--- config.mk ---
export PLATFORM = sky130hd
export DESIGN_NAME = msfc_serial_port
export DESIGN_NICKNAME = d
export VERILOG_FILES = /design/src/logic/msfc_pkg.sv /design/src/logic/msfc_serial_port.sv
export VERILOG_INCLUDE_DIRS = /design/src /design/src/logic
export SDC_FILE = /design/constraint.sdc
export NUM_CORES = 1
export LEC_CHECK = 0
export BUFFER_PORTS_ARGS = -buffer_cell sky130_fd_sc_hd__buf_2
export CAP_MARGIN = 30
export CORE_MARGIN = 2
export CORE_UTILIZATION = 45
export DETAILED_ROUTE_END_ITERATION = 6
export PLACE_DENSITY = 0.6
export SYNTH_ARGS = -nofsm -noshare
export SYNTH_HDL_FRONTEND = slang
export SYNTH_SLANG_ARGS = --single-unit
--- constraint.sdc ---
create_clock -name i_sys_clk -period 3.3 [get_ports i_sys_clk]
set_clock_uncertainty 0.15 [all_clocks]
set_input_delay 0.825 -clock i_sys_clk [delete_from_list [all_inputs] [get_ports i_sys_clk]]
set_output_delay 0.825 -clock i_sys_clk [all_outputs]
set_load 0.005 [all_outputs]
--- src/logic/msfc_map.svh ---
// Constants of the mote serial port: framing, timing and character format
`ifndef MSFC_MAP_SVH
`define MSFC_MAP_SVH
`define MSFC_CLK_HZ      250000000
`define MSFC_BAUD        4800
`define MSFC_BAUD_DIV    (`MSFC_CLK_HZ / `MSFC_BAUD)
`define MSFC_DATA_BITS   8
`define MSFC_BOOT_MS     250
`define MSFC_BOOT_CYC    (`MSFC_CLK_HZ / 1000 * `MSFC_BOOT_MS)
`define MSFC_RESP_MS     100
`define MSFC_RESP_CYC    (`MSFC_CLK_HZ / 1000 * `MSFC_RESP_MS)
`define MSFC_MAX_PAYLOAD 80
`define MSFC_FLAG        8'h7E
`define MSFC_ESC         8'h7D
`define MSFC_ESC_XOR     8'h20
`define MSFC_FCS_INIT    16'hFFFF
`define MSFC_FCS_GOOD    16'hF0B8
`define MSFC_FCS_POLY    16'h8408
`define MSFC_CMD_DATA    8'h80
`define MSFC_CMD_INFO    8'h8C
`endif

--- src/logic/msfc_pkg.sv ---
// Types of the mote serial port
package msfc_pkg;
  typedef enum logic [1:0] {
    RX_IDLE  = 2'b00,
    RX_START = 2'b01,
    RX_DATA  = 2'b10,
    RX_STOP  = 2'b11
  } msfc_rx_state_type;
  typedef enum logic [2:0] {
    TX_IDLE  = 3'b000,
    TX_OPEN  = 3'b001,
    TX_BODY  = 3'b010,
    TX_FCS_L = 3'b011,
    TX_FCS_H = 3'b100,
    TX_CLOSE = 3'b101
  } msfc_tx_state_type;
endpackage

--- src/logic/msfc_serial_port.sv ---
// Mote host serial port: character framing, HDLC framing, clear-to-send and boot
`include "msfc_map.svh"

////////////////////////////////////////////////////////////////////////////////
// How it works
// - Characters run at 4800 baud with one start bit, eight data bits and no parity.
// - The clear-to-send output is active low: low lets the host send.
// - Clear-to-send is high from reset until the port is ready for data packets.
// - The serial port becomes operational no later than 250 ms after reset.
// - On becoming operational the port sends one device-information frame unasked.
// - Clear-to-send goes low only once the device has joined the network.
// - Clear-to-send stays high while there is no room for one more data packet.
// - Clear-to-send stays high while the device is not a network member.
// - Clear-to-send may also be raised during critical communication intervals.
// - Command and diagnostic frames are received whatever clear-to-send shows.
// - Every host request is answered within 100 ms, else it is flagged overdue.
// - Flow control covers host-to-device traffic only; transmit never waits on the host.
// - Frames use async HDLC with a 16-bit check; frames that fail have their bytes passed on and are flagged bad at the closing flag.
// - Payloads are at most 80 bytes and numbers go most significant byte first.
module msfc_serial_port
  import msfc_pkg::*;
#(
  parameter int           BAUD_DIV  = `MSFC_BAUD_DIV,
  parameter int           BOOT_CYC  = `MSFC_BOOT_CYC,
  parameter int           RESP_CYC  = `MSFC_RESP_CYC,
  parameter logic [7:0]   INFO_BYTE = 8'h01  // Arbitrary device-information value
) (
  // Clock and reset
  input  wire logic       i_sys_clk,
  input  wire logic       i_rst_n,
  // Serial pins
  input  wire logic       i_rx,
  output logic            o_tx,
  output logic            o_cts_n,
  // Device status
  input  wire logic       i_joined,
  input  wire logic       i_pkt_space,
  input  wire logic       i_critical,
  output logic            o_ready,
  // Received frame bytes
  output logic [7:0]      o_rx_data,
  output logic            o_rx_valid,
  output logic            o_rx_good,
  output logic            o_rx_bad,
  // Frame to transmit
  input  wire logic [7:0] i_tx_data,
  input  wire logic       i_tx_valid,
  input  wire logic       i_tx_last,
  output logic            o_tx_ready,
  // Request tracking
  output logic            o_req_pending,
  output logic            o_resp_overdue
);

  localparam int HALF_DIV = BAUD_DIV / 2;
  localparam int CW       = $clog2(((BOOT_CYC > RESP_CYC) ? BOOT_CYC : RESP_CYC) + 1);  // Wide enough for both timers
  localparam int MAX_LEN  = `MSFC_MAX_PAYLOAD + 3;

  // One byte of the 16-bit frame check, reflected
  function automatic logic [15:0] fcs_step(input logic [15:0] crc, input logic [7:0] b);
    logic [15:0] c;
    c = crc ^ {8'h00, b};
    for (int k = 0; k < 8; k++) begin
      c = c[0] ? ((c >> 1) ^ `MSFC_FCS_POLY) : (c >> 1);
    end
    return c;
  endfunction

  // Bytes that would look like framing must be escaped
  function automatic logic needs_esc(input logic [7:0] b);
    return (b == `MSFC_FLAG) || (b == `MSFC_ESC);
  endfunction

  //////////////////////////////////////////////////////////////////////////////
  // Boot, clear-to-send and request timer
  logic [CW-1:0] boot_cnt, next_boot_cnt;
  logic          booted, next_booted;
  logic          announce, next_announce;
  logic          req, next_req;
  logic          overdue, next_overdue;
  logic [CW-1:0] resp_cnt, next_resp_cnt;
  logic          frame_start, ann_end;
  logic          req_seen;

  // Boot counter then request watchdog
  always_comb begin
    next_boot_cnt = boot_cnt;
    next_booted   = booted;
    next_announce = announce;
    next_req      = req;
    next_overdue  = overdue;
    next_resp_cnt = resp_cnt;
    if (!booted) begin
      next_boot_cnt = boot_cnt + 1'b1;
      if (boot_cnt == CW'(BOOT_CYC - 1)) begin
        next_booted   = 1'b1;
        next_announce = 1'b1;
      end
    end
    if (ann_end) begin  // Body mux stays on the announcement until its check bytes
      next_announce = 1'b0;
    end
    // A reply starting ends the wait; a new request restarts it
    if (req_seen) begin
      next_req      = 1'b1;
      next_resp_cnt = '0;
      next_overdue  = 1'b0;
    end else if (frame_start && !announce) begin
      next_req = 1'b0;
    end else if (req) begin
      next_resp_cnt = resp_cnt + 1'b1;
      if (resp_cnt == CW'(RESP_CYC - 1)) begin
        next_overdue = 1'b1;
      end
    end
  end

  always_ff @(posedge i_sys_clk) begin
    if (!i_rst_n) begin
      boot_cnt <= '0;
      booted   <= 1'b0;
      announce <= 1'b0;
      req      <= 1'b0;
      overdue  <= 1'b0;
      resp_cnt <= '0;
    end else begin
      boot_cnt <= next_boot_cnt;
      booted   <= next_booted;
      announce <= next_announce;
      req      <= next_req;
      overdue  <= next_overdue;
      resp_cnt <= next_resp_cnt;
    end
  end

  // Host may send data only when every condition allows; host obeys per packet
  assign o_cts_n        = !(booted && i_joined && i_pkt_space && !i_critical);
  assign o_ready        = booted;
  assign o_req_pending  = req;
  assign o_resp_overdue = overdue;

  //////////////////////////////////////////////////////////////////////////////
  // Receiver: character and frame decode
  msfc_rx_state_type rx_st, next_rx_st;
  logic [15:0] rx_cnt, next_rx_cnt;
  logic [2:0]  rx_bit, next_rx_bit;
  logic [7:0]  rx_sh, next_rx_sh;
  logic        in_esc, next_in_esc;
  logic        rx_err, next_rx_err;
  logic [15:0] rx_fcs, next_rx_fcs;
  logic [6:0]  rx_len, next_rx_len;
  logic [7:0]  dly0, next_dly0, dly1, next_dly1;
  logic [7:0]  rx_cmd, next_rx_cmd;
  logic [7:0]  next_rx_data;
  logic        next_rx_valid, next_rx_good, next_rx_bad;
  logic        byte_ok;
  logic [7:0]  b;

  always_comb begin
    next_rx_st = rx_st;  next_rx_cnt = rx_cnt + 1'b1;
    next_rx_bit = rx_bit; next_rx_sh = rx_sh;
    next_in_esc = in_esc; next_rx_err = rx_err;
    next_rx_fcs = rx_fcs; next_rx_len = rx_len;
    next_dly0 = dly0; next_dly1 = dly1; next_rx_cmd = rx_cmd;
    next_rx_data = o_rx_data;
    next_rx_valid = 1'b0; next_rx_good = 1'b0; next_rx_bad = 1'b0;
    byte_ok = 1'b0; req_seen = 1'b0;
    b = rx_sh;
    // Bit timing; ignored until booted, and regardless of clear-to-send
    case (rx_st)
      RX_IDLE: begin
        next_rx_cnt = '0;
        if (booted && !i_rx) next_rx_st = RX_START;
      end
      RX_START: if (rx_cnt == 16'(HALF_DIV - 1)) begin
        next_rx_cnt = '0;
        next_rx_bit = '0;
        next_rx_st  = i_rx ? RX_IDLE : RX_DATA;
      end
      RX_DATA: if (rx_cnt == 16'(BAUD_DIV - 1)) begin
        next_rx_cnt = '0;
        next_rx_sh  = {i_rx, rx_sh[7:1]};
        next_rx_bit = rx_bit + 1'b1;
        if (rx_bit == 3'(`MSFC_DATA_BITS - 1)) next_rx_st = RX_STOP;
      end
      RX_STOP: if (rx_cnt == 16'(BAUD_DIV - 1)) begin
        next_rx_st = RX_IDLE;
        if (i_rx) byte_ok = 1'b1;
        else next_rx_err = 1'b1;  // Framing error spoils the frame
      end
      default: next_rx_st = RX_IDLE;
    endcase
    // Frame level: flags, escapes, check and a two-byte delay to strip it
    if (byte_ok) begin
      if (rx_sh == `MSFC_FLAG) begin
        if (rx_len >= 7'd3 && !rx_err && rx_fcs == `MSFC_FCS_GOOD) begin
          next_rx_good = 1'b1;
          req_seen = (rx_cmd != `MSFC_CMD_DATA);
        end else if (rx_len != '0) begin
          next_rx_bad = 1'b1;
        end
        next_rx_len = '0; next_rx_err = 1'b0; next_in_esc = 1'b0;
        next_rx_fcs = `MSFC_FCS_INIT;
      end else if (rx_sh == `MSFC_ESC) begin
        next_in_esc = 1'b1;
      end else begin
        b = in_esc ? (rx_sh ^ `MSFC_ESC_XOR) : rx_sh;
        next_in_esc = 1'b0;
        next_rx_fcs = fcs_step(rx_fcs, b);
        next_dly0 = b;
        next_dly1 = dly0;
        if (rx_len == 7'(MAX_LEN)) begin
          next_rx_err = 1'b1;
        end else begin
          next_rx_len = rx_len + 1'b1;
        end
        if (rx_len == 7'd1) next_rx_cmd = dly0;
        if (rx_len >= 7'd2 && !rx_err) begin
          next_rx_data  = dly1;
          next_rx_valid = 1'b1;
        end
      end
    end
  end

  always_ff @(posedge i_sys_clk) begin
    if (!i_rst_n) begin
      rx_st <= RX_IDLE; rx_cnt <= '0; rx_bit <= '0; rx_sh <= '0;
      in_esc <= 1'b0; rx_err <= 1'b0; rx_fcs <= `MSFC_FCS_INIT; rx_len <= '0;
      dly0 <= '0; dly1 <= '0; rx_cmd <= '0;
      o_rx_data <= '0; o_rx_valid <= 1'b0; o_rx_good <= 1'b0; o_rx_bad <= 1'b0;
    end else begin
      rx_st <= next_rx_st; rx_cnt <= next_rx_cnt; rx_bit <= next_rx_bit; rx_sh <= next_rx_sh;
      in_esc <= next_in_esc; rx_err <= next_rx_err; rx_fcs <= next_rx_fcs; rx_len <= next_rx_len;
      dly0 <= next_dly0; dly1 <= next_dly1; rx_cmd <= next_rx_cmd;
      o_rx_data <= next_rx_data; o_rx_valid <= next_rx_valid;
      o_rx_good <= next_rx_good; o_rx_bad <= next_rx_bad;
    end
  end

  //////////////////////////////////////////////////////////////////////////////
  // Transmitter: frame encoder feeding one character shifter
  msfc_tx_state_type tx_st, next_tx_st;
  logic [9:0]  tx_sh, next_tx_sh;
  logic [3:0]  tx_bits, next_tx_bits;
  logic [15:0] tx_cnt, next_tx_cnt;
  logic [15:0] tx_fcs, next_tx_fcs;
  logic        esc_pend, next_esc_pend;
  logic [7:0]  esc_byte, next_esc_byte;
  logic        ann_idx, next_ann_idx;
  logic        slot;
  logic        send;
  logic [7:0]  sb, body, fl;
  logic        body_ok, body_last;

  // Never waits on the host: its only transmit handshake is o_tx_ready to the local sender
  assign slot = (tx_bits == '0);
  assign body      = announce ? (ann_idx ? INFO_BYTE : `MSFC_CMD_INFO) : i_tx_data;
  assign body_ok   = announce || i_tx_valid;
  assign body_last = announce ? ann_idx : i_tx_last;
  assign o_tx_ready = (tx_st == TX_BODY) && !announce && slot && !esc_pend;
  assign frame_start = (tx_st == TX_IDLE) && booted && (announce || i_tx_valid);
  assign fl = ~tx_fcs[7:0];
  assign ann_end = (tx_st == TX_FCS_L);

  always_comb begin
    next_tx_st = tx_st; next_tx_sh = tx_sh; next_tx_bits = tx_bits;
    next_tx_cnt = tx_cnt; next_tx_fcs = tx_fcs;
    next_esc_pend = esc_pend; next_esc_byte = esc_byte; next_ann_idx = ann_idx;
    send = 1'b0; sb = `MSFC_FLAG;
    // Shift out start, data LSB first, one stop
    if (!slot) begin
      next_tx_cnt = tx_cnt + 1'b1;
      if (tx_cnt == 16'(BAUD_DIV - 1)) begin
        next_tx_cnt  = '0;
        next_tx_sh   = {1'b1, tx_sh[9:1]};
        next_tx_bits = tx_bits - 1'b1;
      end
    end else if (esc_pend) begin
      send = 1'b1; sb = esc_byte; next_esc_pend = 1'b0;
    end else begin
      case (tx_st)
        TX_IDLE: if (frame_start) begin
          next_tx_st = TX_OPEN; next_tx_fcs = `MSFC_FCS_INIT; next_ann_idx = 1'b0;
        end
        TX_OPEN: begin
          send = 1'b1; next_tx_st = TX_BODY;
        end
        TX_BODY: if (body_ok) begin
          send = 1'b1; sb = body;
          next_tx_fcs = fcs_step(tx_fcs, body);
          next_ann_idx = 1'b1;
          if (body_last) next_tx_st = TX_FCS_L;
        end
        TX_FCS_L: begin
          send = 1'b1; sb = fl; next_tx_st = TX_FCS_H;
        end
        TX_FCS_H: begin
          send = 1'b1; sb = ~tx_fcs[15:8]; next_tx_st = TX_CLOSE;
        end
        TX_CLOSE: begin
          send = 1'b1; next_tx_st = TX_IDLE;
        end
        default: next_tx_st = TX_IDLE;
      endcase
      // Escape body and check bytes, never the framing flags
      if (send && (tx_st != TX_OPEN) && (tx_st != TX_CLOSE) && needs_esc(sb)) begin
        next_esc_pend = 1'b1;
        next_esc_byte = sb ^ `MSFC_ESC_XOR;
        sb = `MSFC_ESC;
      end
    end
    if (send) begin
      next_tx_sh   = {1'b1, sb, 1'b0};
      next_tx_bits = 4'd10;
      next_tx_cnt  = '0;
    end
  end

  always_ff @(posedge i_sys_clk) begin
    if (!i_rst_n) begin
      tx_st <= TX_IDLE; tx_sh <= 10'h3FF; tx_bits <= '0; tx_cnt <= '0;
      tx_fcs <= `MSFC_FCS_INIT; esc_pend <= 1'b0; esc_byte <= '0; ann_idx <= 1'b0;
    end else begin
      tx_st <= next_tx_st; tx_sh <= next_tx_sh; tx_bits <= next_tx_bits; tx_cnt <= next_tx_cnt;
      tx_fcs <= next_tx_fcs; esc_pend <= next_esc_pend; esc_byte <= next_esc_byte;
      ann_idx <= next_ann_idx;
    end
  end

  // Idle high between characters
  assign o_tx = slot ? 1'b1 : tx_sh[0];

endmodule  // msfc_serial_port

==> After elaboration in Yosys (flattened, before gate mapping) <==
Index checks and enable logic that the tools add are counted.
{ "word_totals": {"inputBits": 16, "output_inout_bits": 17, "regBits": 203, "wordCells": 252} }
{ "op_classes": {"bitwise_logic": 30, "reduce_logical": 55, "eq_ne": 35, "n_addsub": 7, "n_mux": 93, "order_cmp": 2} }
{ "op_table": {"columns": ["op", "n"], "rows": [
  ["$mux W16", 23],
  ["$mux W8", 8],
  ["$add A26 B1 Y26 const B", 2],
  ["$eq A16 B16 Y1 const B", 3],
  ["$not A2 Y3", 16],
  ["$pmux W16 S3", 1],
  ["$mux W1", 33],
  ["$add A16 B1 Y16 const B", 2],
  ["$eq A8 B7 Y1 const B", 4],
  ["$pmux W16 S2", 1],
  ["$xor A16 B8 Y16", 2],
  ["$mux W9", 3],
  ["$eq A26 B25 Y1 const B", 1],
  ["$eq A26 B26 Y1 const B", 1],
  ["$pmux W8 S3", 1],
  ["$mux W7", 3],
  ["$ne A2 B2 Y1 const B", 10],
  ["$reduce_and A3 Y1", 6],
  ["$eq A16 B15 Y1 const B", 1],
  ["$logic_and A1 B1 Y1", 16],
  ["$not A8 Y8", 2],
  ["$mux W3", 5],
  ["$pmux W3 S5", 1],
  ["$reduce_and A5 Y1", 3],
  ["33 further kinds", 74]
]} }

==> Longest topological paths before layout <==
Gate-level depths: netlist (run 1).
{ "depth": {"ltp_word": 21, "ltp_mapped": 9, "ltp_nobuf": 8} }

==> Worst setup path after synthesis (run 1) <==
OpenSTA, ideal clock, no wires.
{ "synth_path": {"kind": "register -> output", "start": "register tx_bits[0]", "end": "output port o_tx_ready", "arrival_time_ns": 1.437, "stages_incl_launch_ff": 6, "path_slack_ns": 0.888, "path_cell_list": "dfxtp_1 inv_1 ha_1 or3b_2 buf_2 nor3_1"} }
{ "synth_via": {"elab_chain_len": 3} }
{ "synth_lines": {"columns": ["item", "line_no", "text"], "rows": [
  ["start: declaration", "msfc_serial_port.sv:245", "logic [3:0] tx_bits, next_tx_bits;"],
  ["start signal: assignment", "msfc_serial_port.sv:325", "tx_st <= next_tx_st; tx_sh <= next_tx_sh; tx_bits <= next_tx_bits; tx_cnt <= next_tx_cnt;"],
  ["$logic_not A4 Y1", "msfc_serial_port.sv:257", "assign slot = (tx_bits == '0);"],
  ["$logic_and A1 B1 Y1 (2 in a row)", "msfc_serial_port.sv:261", "assign o_tx_ready = (tx_st == TX_BODY) && !announce && slot && !esc_pend;"],
  ["end: declaration", "msfc_serial_port.sv:49", "output logic o_tx_ready,"]
]} }
Every way passes these cells.

==> Worst setup path in the final report (run 1) <==
Ends and elaborated chain as after synthesis.

==> results of run 1 <==
[through the flow]
stage          power [mW]  cell area [um^2]  hold slack [ns]
2_1_floorplan        2.68              9810            0.256
3_3_place_gp         2.73             10200            0.272
3_5_place_dp         2.73             10200            0.269
4_1_cts              5.44             11000            0.279
5_1_grt              5.56             11000            0.297
6_report             5.37             11000            0.277
[power breakdown]
group / internal [mW] / total, mW / switching [mW]
registers: 2.46 / 2.48 / 0.0147
logic: 0.0742 / 0.197 / 0.123
clock network: 1.68 / 2.69 / 1.01
total: 4.22 / 5.37 / 1.15
[routing by layer]
metal	routed length (um)	vias up	part of all wire, %
met1	10100	3657	48
met3	581	33	2.8
met4	476	0	2.3
met2	9760	89	47
li1	-	3968	-
met5	0	-	0
[Yosys cell counts, types with 11 or more instances]
library cell,count,area (um^2)
sky130_fd_sc_hd__nor3_1,17,85.1
sky130_fd_sc_hd__dfxtp_1,203,4060
sky130_fd_sc_hd__nand4_1,29,181
sky130_fd_sc_hd__buf_2,12,60.1
sky130_fd_sc_hd__a21oi_1,40,200
sky130_fd_sc_hd__and2_1,11,68.8
sky130_fd_sc_hd__ha_1,14,175
sky130_fd_sc_hd__clkbuf_1,37,139
sky130_fd_sc_hd__nand3_1,46,230
sky130_fd_sc_hd__and3_1,16,100
sky130_fd_sc_hd__nor2_1,139,522
sky130_fd_sc_hd__o22ai_1,30,188
sky130_fd_sc_hd__nand2_1,177,664
sky130_fd_sc_hd__o21ai_0,20,100
sky130_fd_sc_hd__nor2b_1,17,106
sky130_fd_sc_hd__inv_1,18,67.6
sky130_fd_sc_hd__xor2_1,62,543
sky130_fd_sc_hd__xnor2_1,69,604
sky130_fd_sc_hd__mux2i_1,18,180
[cell type report]
cell class / count / area, um^2 / area share [%]
multi-input cells: 860 / 5400 / 49.0
clock buffers: 38 / 773 / 7.01
well taps: 280 / 350 / 3.17
clock inverters: 4 / 61.3 / 0.556
flip-flops and latches: 203 / 4060 / 36.8
inverters: 19 / 71.3 / 0.646
repair buffers: 52 / 313 / 2.83
[worst paths after layout]
| path | start | to | slack (ns) | cells after the start |
|---|---|---|---|---|
| worst min-delay path | esc_byte[7]$_SDFFE_PN0P_ | esc_byte[7]$_SDFFE_PN0P_ | 0.28 | 2 |
| worst max register to register | tx_st[2]$_SDFFE_PN0P_ | esc_byte[0]$_SDFFE_PN0P_ | 0.66 | 6 |
| worst max-delay path | tx_bits[0]$_SDFFE_PP0P_ | o_tx_ready | 0.23 | 5 |
| worst min register to register | esc_byte[7]$_SDFFE_PN0P_ | esc_byte[7]$_SDFFE_PN0P_ | 0.28 | 2 |
[cell families (layout without fill, tap and decap cells)]
group                    Yosys count  after routing
XOR/XNOR                         134            134
buffers and inverters             76            113
AND/OR/NAND/NOR                  536            536
AO/OA/AOI/OAI                    153            153
flip-flops                       203            203
multiplexers                      23             23
adder cells (fa/ha/maj)           14             14
[worst reg2reg max path: stages (launching register included)]
cell	delay [ns]
sky130_fd_sc_hd__dfxtp_1	0.67
sky130_fd_sc_hd__or3b_4	0.49
sky130_fd_sc_hd__o22a_1	0.26
sky130_fd_sc_hd__a311oi_2	0.45
sky130_fd_sc_hd__inv_1	0.07
sky130_fd_sc_hd__o311ai_0	0.29
sky130_fd_sc_hd__o211ai_1	0.13
[layout by cell type, fill, tap and decap left out, drive strengths merged, types with 4 or more instances in the layout]
master   netlist  routed
nand4bb        4       4
mux2           5       5
nor2         140     140
or3            4       4
and2          12      12
nand3         47      47
nor3          17      17
or2            4       4
clkbuf        37      38
a31oi          5       5
and3          16      16
nand4         29      29
inv           18      18
and4           5       5
nor4bb         5       5
dfxtp        203     203
a21boi        10      10
and4b          6       6
o22ai         30      30
o21ai         22      22
nand4b         8       8
a21oi         40      40
nor4           8       8
nand2b         7       7
nand2        180     180
mux2i         18      18
nor4b          5       5
xnor2         69      69
nor2b         17      17
nor3b          7       7
ha            14      14
o211ai         6       6
o21a           6       6
buf           20      52
a211oi         7       7
xor2          62      62
[state kept, by name, summed over array words and instances, names as in the netlist, 3 cells and up, named ones only]
signal	cells
rx_fcs	16
o_rx_data	8
rx_sh	8
tx_cnt	16
tx_fcs	16
dly1	8
dly0	8
resp_cnt	26
boot_cnt	26
tx_sh	9
rx_len	7
rx_cmd	8
rx_bit	3
tx_st	3
tx_bits	4
rx_cnt	16
esc_byte	8
==> out/metrics.json, run 1 <==
{
  "detailed_place_hpwl": {"value": 14.6, "unit": "mm"},
  "multiplexer_share_of_the_synthesized_area": {"value": 2.41, "unit": "%"},
  "grt_antenna_before_repair": {"value": 0},
  "report.final.setup_viol": {"value": 0},
  "post-cts-setup-buffers": {"value": 0},
  "num_rows": {"value": 54},
  "synth.lib_cells_used.distinct": {"value": 84},
  "initial_utilization": {"value": 45.4, "unit": "%"},
  "period_minus_slack": {"value": 3.07, "unit": "ns"},
  "simple_gate_portion_of_the_synthesized_area": {"value": 28.0, "unit": "%"},
  "maximum_number_of_pins_on_one_net_before_global_route_repair": {"value": 37},
  "synth.yosys.seq_area_share": {"value": 41.4, "unit": "%"},
  "synth_adder_area_share": {"value": 1.79, "unit": "%"},
  "drt-wirelength-per-cell": {"value": 14.4, "unit": "um"},
  "cts_made_buffers": {"value": 24},
  "peakVddDrop": {"value": 0.358, "unit": "mV"},
  "synthesis.yosys.warnings": {"value": 0},
  "antenna_cells_inserted": {"value": 0},
  "synth-compound-area-share": {"value": 10.5, "unit": "%"},
  "worstHoldPathType": {"value": "reg2reg"},
  "dp_slack": {"value": 0.604, "unit": "ns"},
  "globalRoute.busiestLayer": {"value": "met2"},
  "status": {"value": "finished, final reports clean"},
  "gp_congestion": {"value": 0.857},
  "ys_ff_latch": {"value": 203},
  "maxClockFrequency": {"value": 326, "unit": "MHz"},
  "first_pass_grt_wire_length": {"value": 35.5, "unit": "mm"},
  "drt_iter0_drc": {"value": 382},
  "final-max-slew-violation-count": {"value": 0},
  "series_of_cell_instances_along_the_critical_path": {"value": "inv_1 -> ha_1 -> or3b_2 -> nor3_1 -> buf_2"},
  "layout.filler_cells": {"value": 2102},
  "met3_usage": {"value": 2.66, "unit": "%"},
  "place.port_buffers": {"value": 32},
  "critical_path.n_buffers_inverters": {"value": 2},
  "cts_num_sinks": {"value": 203},
  "fp.coreArea": {"value": 21600, "unit": "um^2"},
  "dominant_combinational_cell_family_by_area_after_synthesis": {"value": "simple AND/OR/NAND/NOR gates"},
  "hold_buffers_post_cts": {"value": 0},
  "critical_path_arrival": {"value": 2.09, "unit": "ns"},
  "grt.met2_usage": {"value": 31.0, "unit": "%"},
  "track_usage": {"value": 18.4, "unit": "%"},
  "power-per-cell-area": {"value": 486, "unit": "nW/um^2"},
  "clkLatencyLatePin": {"value": 0.52, "unit": "ns"},
  "placed_cells_incl_taps": {"value": 1414},
  "die_height": {"value": 152, "unit": "um"},
  "post_synth_xor_area_fraction": {"value": 12.4, "unit": "%"},
  "cts-resized-gates": {"value": 0},
  "worst_ep_required_time": {"value": 2.32, "unit": "ns"},
  "area_growth_syn_to_layout": {"value": 12.5, "unit": "%"},
  "final_cell_count_no_fill": {"value": 1456},
  "post_synth.cell_area_avg": {"value": 8.61, "unit": "um^2"},
  "synthesized_net_count": {"value": 1169},
  "critPathSlowestCell": {"value": "sky130_fd_sc_hd__or3b_2"},
  "cts_tree": {"value": "done"},
  "clkSlewWorstSetupHoldPaths": {"value": 0.06, "unit": "ns"},
  "drc": {"value": 0},
  "detail_route.first_pass.iterations": {"value": 4},
  "transition_at_the_pin_with_the_smallest_max_transition_slack": {"value": 0.817, "unit": "ns"},
  "setup_repair_after_global_routing_missed_its_margin": {"value": "no"},
  "critPathTopFamily": {"value": "simple AND/OR/NAND/NOR gates"},
  "worst-path-max-fanout": {"value": 12},
  "total_leakage_power": {"value": 3.94, "unit": "nW"},
  "vias_per_cell": {"value": 5.32},
  "final.setup.tns": {"value": 0, "unit": "ns"},
  "via_count": {"value": 7747},
  "final_cell_utilization_of_the_core": {"value": 51.0, "unit": "%"},
  "die_x": {"value": 152, "unit": "um"},
  "syn-cell-area": {"value": 9810, "unit": "um^2"},
  "fin_ws": {"value": 0.232, "unit": "ns"},
  "synthesis.instances": {"value": 1139},
  "clock_tree.htree_level_count": {"value": 1},
  "setup.worst_path.class": {"value": "reg2out"},
  "final.period_utilization": {"value": 93.0, "unit": "%"},
  "detail-route-antenna-nets": {"value": 0},
  "max-slew-margin-rel": {"value": 45.5, "unit": "%"},
  "grt_pass1_vias": {"value": 7259},
  "cap_violations": {"value": 0},
  "finalHoldViolCount": {"value": 0},
  "globalRouteOverflowTotal": {"value": 0},
  "root_buffer": {"value": "sky130_fd_sc_hd__clkbuf_16"},
  "worstSetupEndpointType": {"value": "output port"},
  "worst_setup_sp_type": {"value": "flop"},
  "io_pins": {"value": 33},
  "slowest_delay": {"value": 0.63, "unit": "ns"},
  "post_synth_edffs": {"value": 0},
  "die_area": {"value": 23000, "unit": "um^2"},
  "max-clock-path-buffers": {"value": 3},
  "predominant_post_synthesis_flop_cell": {"value": "sky130_fd_sc_hd__dfxtp_1"},
  "groute.layer.met1.usage": {"value": 24.9, "unit": "%"},
  "design.final.nets": {"value": 1190},
  "route.final.wire_length": {"value": 20.9, "unit": "mm"},
  "final_layout_size_suffix_gt1_share": {"value": 10.8, "unit": "%"},
  "asyncSetResetFlopFracSynth": {"value": 0, "unit": "%"}
}
No activity file was read; power rests on OpenSTA's default activity.
==> inputs of run 2 (changes only) <==
==> constraint.sdc (replaced) <==
create_clock -name i_sys_clk -period 3.8 [get_ports i_sys_clk]
set_clock_uncertainty 0.15 [all_clocks]
set_input_delay 0.95 -clock i_sys_clk [delete_from_list [all_inputs] [get_ports i_sys_clk]]
set_output_delay 0.95 -clock i_sys_clk [all_outputs]
set_load 0.005 [all_outputs]
==> run 2 against run 1 <==
  * Die area did not move
  * Cell count fell by 0.55%
  * Sequential share of layout area rose by 0.19 points
  * Combinational power fell by 17%
  * First-iteration DRC count rose by 13%
  * Global-route usage rose by 0.11 points
  * Setup slack improved by 0.35 ns
  * Flip-flop and latch count did not move
  * Sequential power fell by 13%
  * Largest cell class unchanged
  * Routed wire length rose by 0.33%
  * Non-clock buffer count fell by 9
==> out/metrics.json, run 2 (synthesized netlist as in run 1, its figures left out) <==
{
  "post-cts-setup-buffers": {"value": 0},
  "cap_violations": {"value": 0},
  "hold_buffers_post_cts": {"value": 0},
  "maximum_number_of_pins_on_one_net_before_global_route_repair": {"value": 57},
  "power-per-cell-area": {"value": 430, "unit": "nW/um^2"},
  "placed_cells_incl_taps": {"value": 1405},
  "worst_setup_sp_type": {"value": "flop"},
  "worstSetupEndpointType": {"value": "output port"},
  "transition_at_the_pin_with_the_smallest_max_transition_slack": {"value": 0.873, "unit": "ns"},
  "peakVddDrop": {"value": 0.449, "unit": "mV"},
  "report.final.setup_viol": {"value": 0},
  "setup_repair_after_global_routing_missed_its_margin": {"value": "no"},
  "design_area": {"value": 11000, "unit": "um^2"},
  "die_area": {"value": 23000, "unit": "um^2"},
  "sequential_cell_area": {"value": 4060, "unit": "um^2"},
  "max-clock-path-buffers": {"value": 3},
  "slowest_delay": {"value": 0.63, "unit": "ns"},
  "vias_per_cell": {"value": 5.31},
  "finalHoldViolCount": {"value": 0},
  "cts-resized-gates": {"value": 0},
  "maxClockFrequency": {"value": 311, "unit": "MHz"},
  "track_usage": {"value": 18.6, "unit": "%"},
  "comb_power_share": {"value": 3.5, "unit": "%"},
  "cts_tree": {"value": "done"},
  "die_height": {"value": 152, "unit": "um"},
  "route.final.wire_length": {"value": 21.0, "unit": "mm"},
  "worst-path-max-fanout": {"value": 12},
  "post_dp_cell_area": {"value": 10100, "unit": "um^2"},
  "initial_utilization": {"value": 45.4, "unit": "%"},
  "design.final.nets": {"value": 1181},
  "drt-wirelength-per-cell": {"value": 14.5, "unit": "um"},
  "power_switching": {"value": 1.00, "unit": "mW"},
  "multi_input_area": {"value": 5400, "unit": "um^2"},
  "setup.worst_path.class": {"value": "reg2out"},
  "gp_congestion": {"value": 0.803},
  "total_leakage_power": {"value": 3.90, "unit": "nW"},
  "drt_iter0_drc": {"value": 433},
  "globalRouteOverflowTotal": {"value": 0},
  "worst_ep_required_time": {"value": 2.70, "unit": "ns"},
  "grt_antenna_before_repair": {"value": 0},
  "final.setup.tns": {"value": 0, "unit": "ns"},
  "final-max-slew-violation-count": {"value": 0},
  "final_cell_count_no_fill": {"value": 1448},
  "detail_route.first_pass.iterations": {"value": 5},
  "layout.filler_cells": {"value": 2076},
  "layout_commonest_cell": {"value": "sky130_fd_sc_hd__dfxtp_1"},
  "cts_num_sinks": {"value": 203},
  "cts_made_buffers": {"value": 24},
  "p_sw_share": {"value": 21.2, "unit": "%"},
  "place.port_buffers": {"value": 32},
  "first_pass_grt_wire_length": {"value": 35.1, "unit": "mm"},
  "root_buffer": {"value": "sky130_fd_sc_hd__clkbuf_16"},
  "detail-route-antenna-nets": {"value": 0},
  "die_x": {"value": 152, "unit": "um"},
  "io_pins": {"value": 33},
  "detailed_place_hpwl": {"value": 14.2, "unit": "mm"},
  "worstHoldPathType": {"value": "reg2reg"},
  "final_cell_mix": {"value": "sky130_fd_sc_hd__dfxtp_1, sky130_fd_sc_hd__nand2_1, sky130_fd_sc_hd__nor2_1"},
  "final_layout_size_suffix_gt1_share": {"value": 10.1, "unit": "%"},
  "grt_pass1_vias": {"value": 7045},
  "fin_ws": {"value": 0.582, "unit": "ns"},
  "via_count": {"value": 7684},
  "max-slew-margin-rel": {"value": 41.8, "unit": "%"},
  "series_of_cell_instances_along_the_critical_path": {"value": "inv_1 -> ha_1 -> or3b_2 -> nor3_1 -> buf_2"},
  "period_minus_slack": {"value": 3.22, "unit": "ns"},
  "fp.coreArea": {"value": 21600, "unit": "um^2"},
  "antenna_cells_inserted": {"value": 0},
  "dp_slack": {"value": 0.788, "unit": "ns"},
  "final.period_utilization": {"value": 84.7, "unit": "%"},
  "num_rows": {"value": 54},
  "p_clk_share": {"value": 50.8, "unit": "%"},
  "p_int": {"value": 3.72, "unit": "mW"},
  "clkLatencyLatePin": {"value": 0.51, "unit": "ns"},
  "critPathSlowestCell": {"value": "sky130_fd_sc_hd__or3b_2"},
  "power": {"value": 4.72, "unit": "mW"},
  "critical_path.n_buffers_inverters": {"value": 2},
  "drc": {"value": 0},
  "seq_power_share": {"value": 45.7, "unit": "%"},
  "biggestRegsByFlops": {"value": "boot_cnt (26), resp_cnt (26)"},
  "area_growth_syn_to_layout": {"value": 12.0, "unit": "%"},
  "clock_tree.htree_level_count": {"value": 1},
  "critical_path_arrival": {"value": 2.12, "unit": "ns"},
  "clkSlewWorstSetupHoldPaths": {"value": 0.06, "unit": "ns"},
  "critPathTopFamily": {"value": "simple AND/OR/NAND/NOR gates"},
  "status": {"value": "finished, final reports clean"}
}
-- run 2: worst paths after layout --
check                           startpoint                        to  slack [ns]  depth (start not counted)
setup / recovery   tx_bits[0]$_SDFFE_PP0P_                o_tx_ready        0.58                          5
hold / removal    esc_byte[5]$_SDFFE_PN0P_  esc_byte[5]$_SDFFE_PN0P_        0.28                          2
setup reg to reg     tx_st[0]$_SDFFE_PN0P_  esc_byte[6]$_SDFFE_PN0P_        1.00                          7
hold reg to reg   esc_byte[5]$_SDFFE_PN0P_  esc_byte[5]$_SDFFE_PN0P_        0.28                          2
-- run 2: worst reg2reg max path, cell delays in order, from the launching register on --
cell and delay [ns]:
sky130_fd_sc_hd__dfxtp_1 0.74, sky130_fd_sc_hd__nor3b_1 0.13, sky130_fd_sc_hd__buf_4 0.21, sky130_fd_sc_hd__a211oi_1 0.37, sky130_fd_sc_hd__a32oi_1 0.17, sky130_fd_sc_hd__nor4b_4 0.48
sky130_fd_sc_hd__and3_1 0.37, sky130_fd_sc_hd__o21a_1 0.14
-- run 2: cell type report --
type / count / share of cell area, %
multi-input cells: 860 / 49.2
clock buffers: 34 / 6.55
repair buffers: 43 / 2.23
flip-flops and latches: 203 / 37.0
clock inverters: 9 / 1.14
well taps: 280 / 3.19
inverters: 19 / 0.650
-- run 2: stage by stage --
step | utilization (%) | hold WS (ns)
2_1_floorplan | - | 0.256
3_3_place_gp | 46.9 | 0.271
3_5_place_dp | 46.9 | 0.274
4_1_cts | 50.8 | 0.283
5_1_grt | 50.8 | 0.325
6_report | 50.8 | 0.281
-- run 2: layer usage --
| metal | wire length [um] | up-vias | global-route usage, % | part of all wire (%) |
|---|---|---|---|---|
| met3 | 779 | 34 | 2.87 | 3.7 |
| met1 | 10200 | 3596 | 25.4 | 48 |
| met4 | 471 | 0 | 5.09 | 2.2 |
| li1 | - | 3952 | - | - |
| met5 | 0 | - | 0 | 0 |
| met2 | 9610 | 102 | 30.5 | 46 |
-- run 2: power groups by stage --
stage | clock network, mW | logic (mW) | registers [mW]
floorplan | 0 | 0.129 | 2.19
global placement | 0 | 0.164 | 2.20
detailed placement | 0 | 0.165 | 2.20
CTS | 2.46 | 0.166 | 2.15
global route | 2.54 | 0.183 | 2.16
finish | 2.40 | 0.164 | 2.15
==> inputs of run 3 (changes only) <==
--- a/config.mk
+++ b/config.mk
@@ -11,7 +11,7 @@
 export CORE_MARGIN = 2
 export CORE_UTILIZATION = 45
 export DETAILED_ROUTE_END_ITERATION = 6
-export PLACE_DENSITY = 0.6
+export PLACE_DENSITY = 0.62
 export SYNTH_ARGS = -nofsm -noshare
 export SYNTH_HDL_FRONTEND = slang
 export SYNTH_SLANG_ARGS = --single-unit
==> constraint.sdc (replaced) <==
create_clock -name i_sys_clk -period 2.75 [get_ports i_sys_clk]
set_clock_uncertainty 0.15 [all_clocks]
set_input_delay 0.6875 -clock i_sys_clk [delete_from_list [all_inputs] [get_ports i_sys_clk]]
set_output_delay 0.6875 -clock i_sys_clk [all_outputs]
set_load 0.005 [all_outputs]
==> run 3 against run 2 <==
  * Final area grew 2.0%
  * Worst hold slack lost 0.0040 ns
  * Largest cell class unchanged
  * Via count grew 1.4%
  * Global-route usage is essentially flat
  * Cell count grew 1.9%
==> out/metrics.json, run 3 (synthesized netlist as in run 1, its figures left out) <==
{
  "status": {"value": "finished, final reports clean"},
  "via_count": {"value": 7789},
  "detail-route-antenna-nets": {"value": 0},
  "setup.worst_path.class": {"value": "reg2out"},
  "root_buffer": {"value": "sky130_fd_sc_hd__clkbuf_16"},
  "dp_slack": {"value": 0.234, "unit": "ns"},
  "final.period_utilization": {"value": 97.4, "unit": "%"},
  "total_leakage_power": {"value": 4.06, "unit": "nW"},
  "final_layout_size_suffix_gt1_share": {"value": 12.5, "unit": "%"},
  "drc": {"value": 0},
  "worst_setup_sp_type": {"value": "flop"},
  "io_pins": {"value": 33},
  "die_height": {"value": 152, "unit": "um"},
  "hold_buffers_post_cts": {"value": 0},
  "final.setup.tns": {"value": 0, "unit": "ns"},
  "placed_cells_incl_taps": {"value": 1431},
  "setup_repair_after_global_routing_missed_its_margin": {"value": "no"},
  "final-max-slew-violation-count": {"value": 0},
  "peakVddDrop": {"value": 0.489, "unit": "mV"},
  "final_cell_mix": {"value": "sky130_fd_sc_hd__dfxtp_1, sky130_fd_sc_hd__nand2_1, sky130_fd_sc_hd__nor2_1"},
  "cts_tree": {"value": "done"},
  "gp_congestion": {"value": 0.823},
  "final_cell_count_no_fill": {"value": 1475},
  "die_x": {"value": 152, "unit": "um"},
  "drt-wirelength-per-cell": {"value": 14.4, "unit": "um"},
  "biggestRegsByFlops": {"value": "boot_cnt (26), resp_cnt (26)"},
  "critical_path_arrival": {"value": 1.84, "unit": "ns"},
  "worstHoldPathType": {"value": "reg2reg"},
  "finalHoldViolCount": {"value": 0},
  "clock_tree.htree_level_count": {"value": 1},
  "final_cell_utilization_of_the_core": {"value": 51.8, "unit": "%"},
  "power-per-cell-area": {"value": 577, "unit": "nW/um^2"},
  "design.final.nets": {"value": 1210},
  "route.final.wire_length": {"value": 21.2, "unit": "mm"},
  "drt_iter0_drc": {"value": 379},
  "globalRouteOverflowTotal": {"value": 0},
  "vias_per_cell": {"value": 5.28},
  "clkLatencyLatePin": {"value": 0.51, "unit": "ns"},
  "area_growth_syn_to_layout": {"value": 14.2, "unit": "%"},
  "cts_num_sinks": {"value": 203},
  "detailed_place_hpwl": {"value": 14.9, "unit": "mm"},
  "detail_route.first_pass.iterations": {"value": 4},
  "cap_violations": {"value": 0},
  "grt_pass1_vias": {"value": 7247},
  "max-clock-path-buffers": {"value": 3},
  "first_pass_grt_wire_length": {"value": 35.3, "unit": "mm"},
  "grt_antenna_before_repair": {"value": 0},
  "cts_made_buffers": {"value": 24},
  "report.final.setup_viol": {"value": 0},
  "maximum_number_of_pins_on_one_net_before_global_route_repair": {"value": 31},
  "transition_at_the_pin_with_the_smallest_max_transition_slack": {"value": 0.643, "unit": "ns"},
  "fin_ws": {"value": 0.0729, "unit": "ns"},
  "die_area": {"value": 23000, "unit": "um^2"},
  "antenna_cells_inserted": {"value": 0},
  "layout_commonest_cell": {"value": "sky130_fd_sc_hd__dfxtp_1"},
  "worst_ep_required_time": {"value": 1.91, "unit": "ns"},
  "worst-path-max-fanout": {"value": 4},
  "clkSlewWorstSetupHoldPaths": {"value": 0.06, "unit": "ns"},
  "initial_utilization": {"value": 45.4, "unit": "%"},
  "fp.coreArea": {"value": 21600, "unit": "um^2"},
  "maxClockFrequency": {"value": 374, "unit": "MHz"},
  "place.port_buffers": {"value": 32},
  "worstSetupEndpointType": {"value": "output port"},
  "period_minus_slack": {"value": 2.68, "unit": "ns"},
  "num_rows": {"value": 54},
  "max-slew-margin-rel": {"value": 56.8, "unit": "%"},
  "track_usage": {"value": 18.6, "unit": "%"},
  "whs": {"value": 0.277, "unit": "ns"}
}
[run 3: cell types whose count changed in the layout (fill, tap and decap cells not counted), moves of 2 or more]
cell,previous run,this run
sky130_fd_sc_hd__dfxtp_2,0,3
sky130_fd_sc_hd__clkinvlp_4,2,0
sky130_fd_sc_hd__clkbuf_8,6,4
sky130_fd_sc_hd__buf_12,0,2
sky130_fd_sc_hd__dfxtp_1,203,200
sky130_fd_sc_hd__buf_4,12,39
[run 3: final timing paths]
| kind | startpoint | endpoint | slack (ns) | depth (start not counted) |
|---|---|---|---|---|
| setup reg to reg | tx_cnt[2]$_SDFFE_PP0N_ | tx_sh[6]$_SDFFE_PN1P_ | 0.31 | 6 |
| setup / recovery | tx_bits[0]$_SDFFE_PP0P_ | o_tx | 0.07 | 6 |
| hold / removal | esc_byte[5]$_SDFFE_PN0P_ | esc_byte[5]$_SDFFE_PN0P_ | 0.28 | 2 |
| hold reg to reg | esc_byte[5]$_SDFFE_PN0P_ | esc_byte[5]$_SDFFE_PN0P_ | 0.28 | 2 |
[run 3: critical path: stages, from the launching register on]
cell and delay (ns):
sky130_fd_sc_hd__dfxtp_2 0.34, sky130_fd_sc_hd__inv_1 0.06, sky130_fd_sc_hd__ha_2 0.19, sky130_fd_sc_hd__or3b_4 0.41, sky130_fd_sc_hd__buf_4 0.15, sky130_fd_sc_hd__nand2b_1 0.07, sky130_fd_sc_hd__buf_2 0.12
[run 3: cell type report]
cell class / count / area [um^2]
tap: 280 / 350
fill: 2027 / 10400
inverter: 19 / 71.3
timing repair buffer: 72 / 488
sequential: 203 / 4070
clock inverter: 8 / 115
multi-input combinational: 860 / 5410
clock buffer: 33 / 696
[run 3: metrics by stage]
step	cell area [um^2]	power (mW)
floorplan	9810	3.21
global route	11200	6.69
global placement	10400	3.29
finish	11200	6.46
detailed placement	10400	3.29
CTS	11200	6.54
[run 3: power breakdown]
group          total (mW)  internal, mW  switching (mW)  leakage (nW)
Sequential           2.98          2.96          0.0174          1.64
Clock                3.23          2.03            1.19         0.404
Combinational       0.259         0.109           0.150          2.01
[run 3: per-layer routing]
layer | GRT usage, % | up-vias | part of all wire (%)
li1 | - | 4013 | -
met4 | 4.44 | 0 | 2.1
met2 | 31.0 | 92 | 46
met3 | 2.90 | 30 | 3.0
met5 | 0 | - | 0
met1 | 25.3 | 3654 | 48
[run 3: timing repair]
item,CTS,global route
endpoints found under the setup margin,2,2
resized for setup,2,4
buffers inserted,3,0
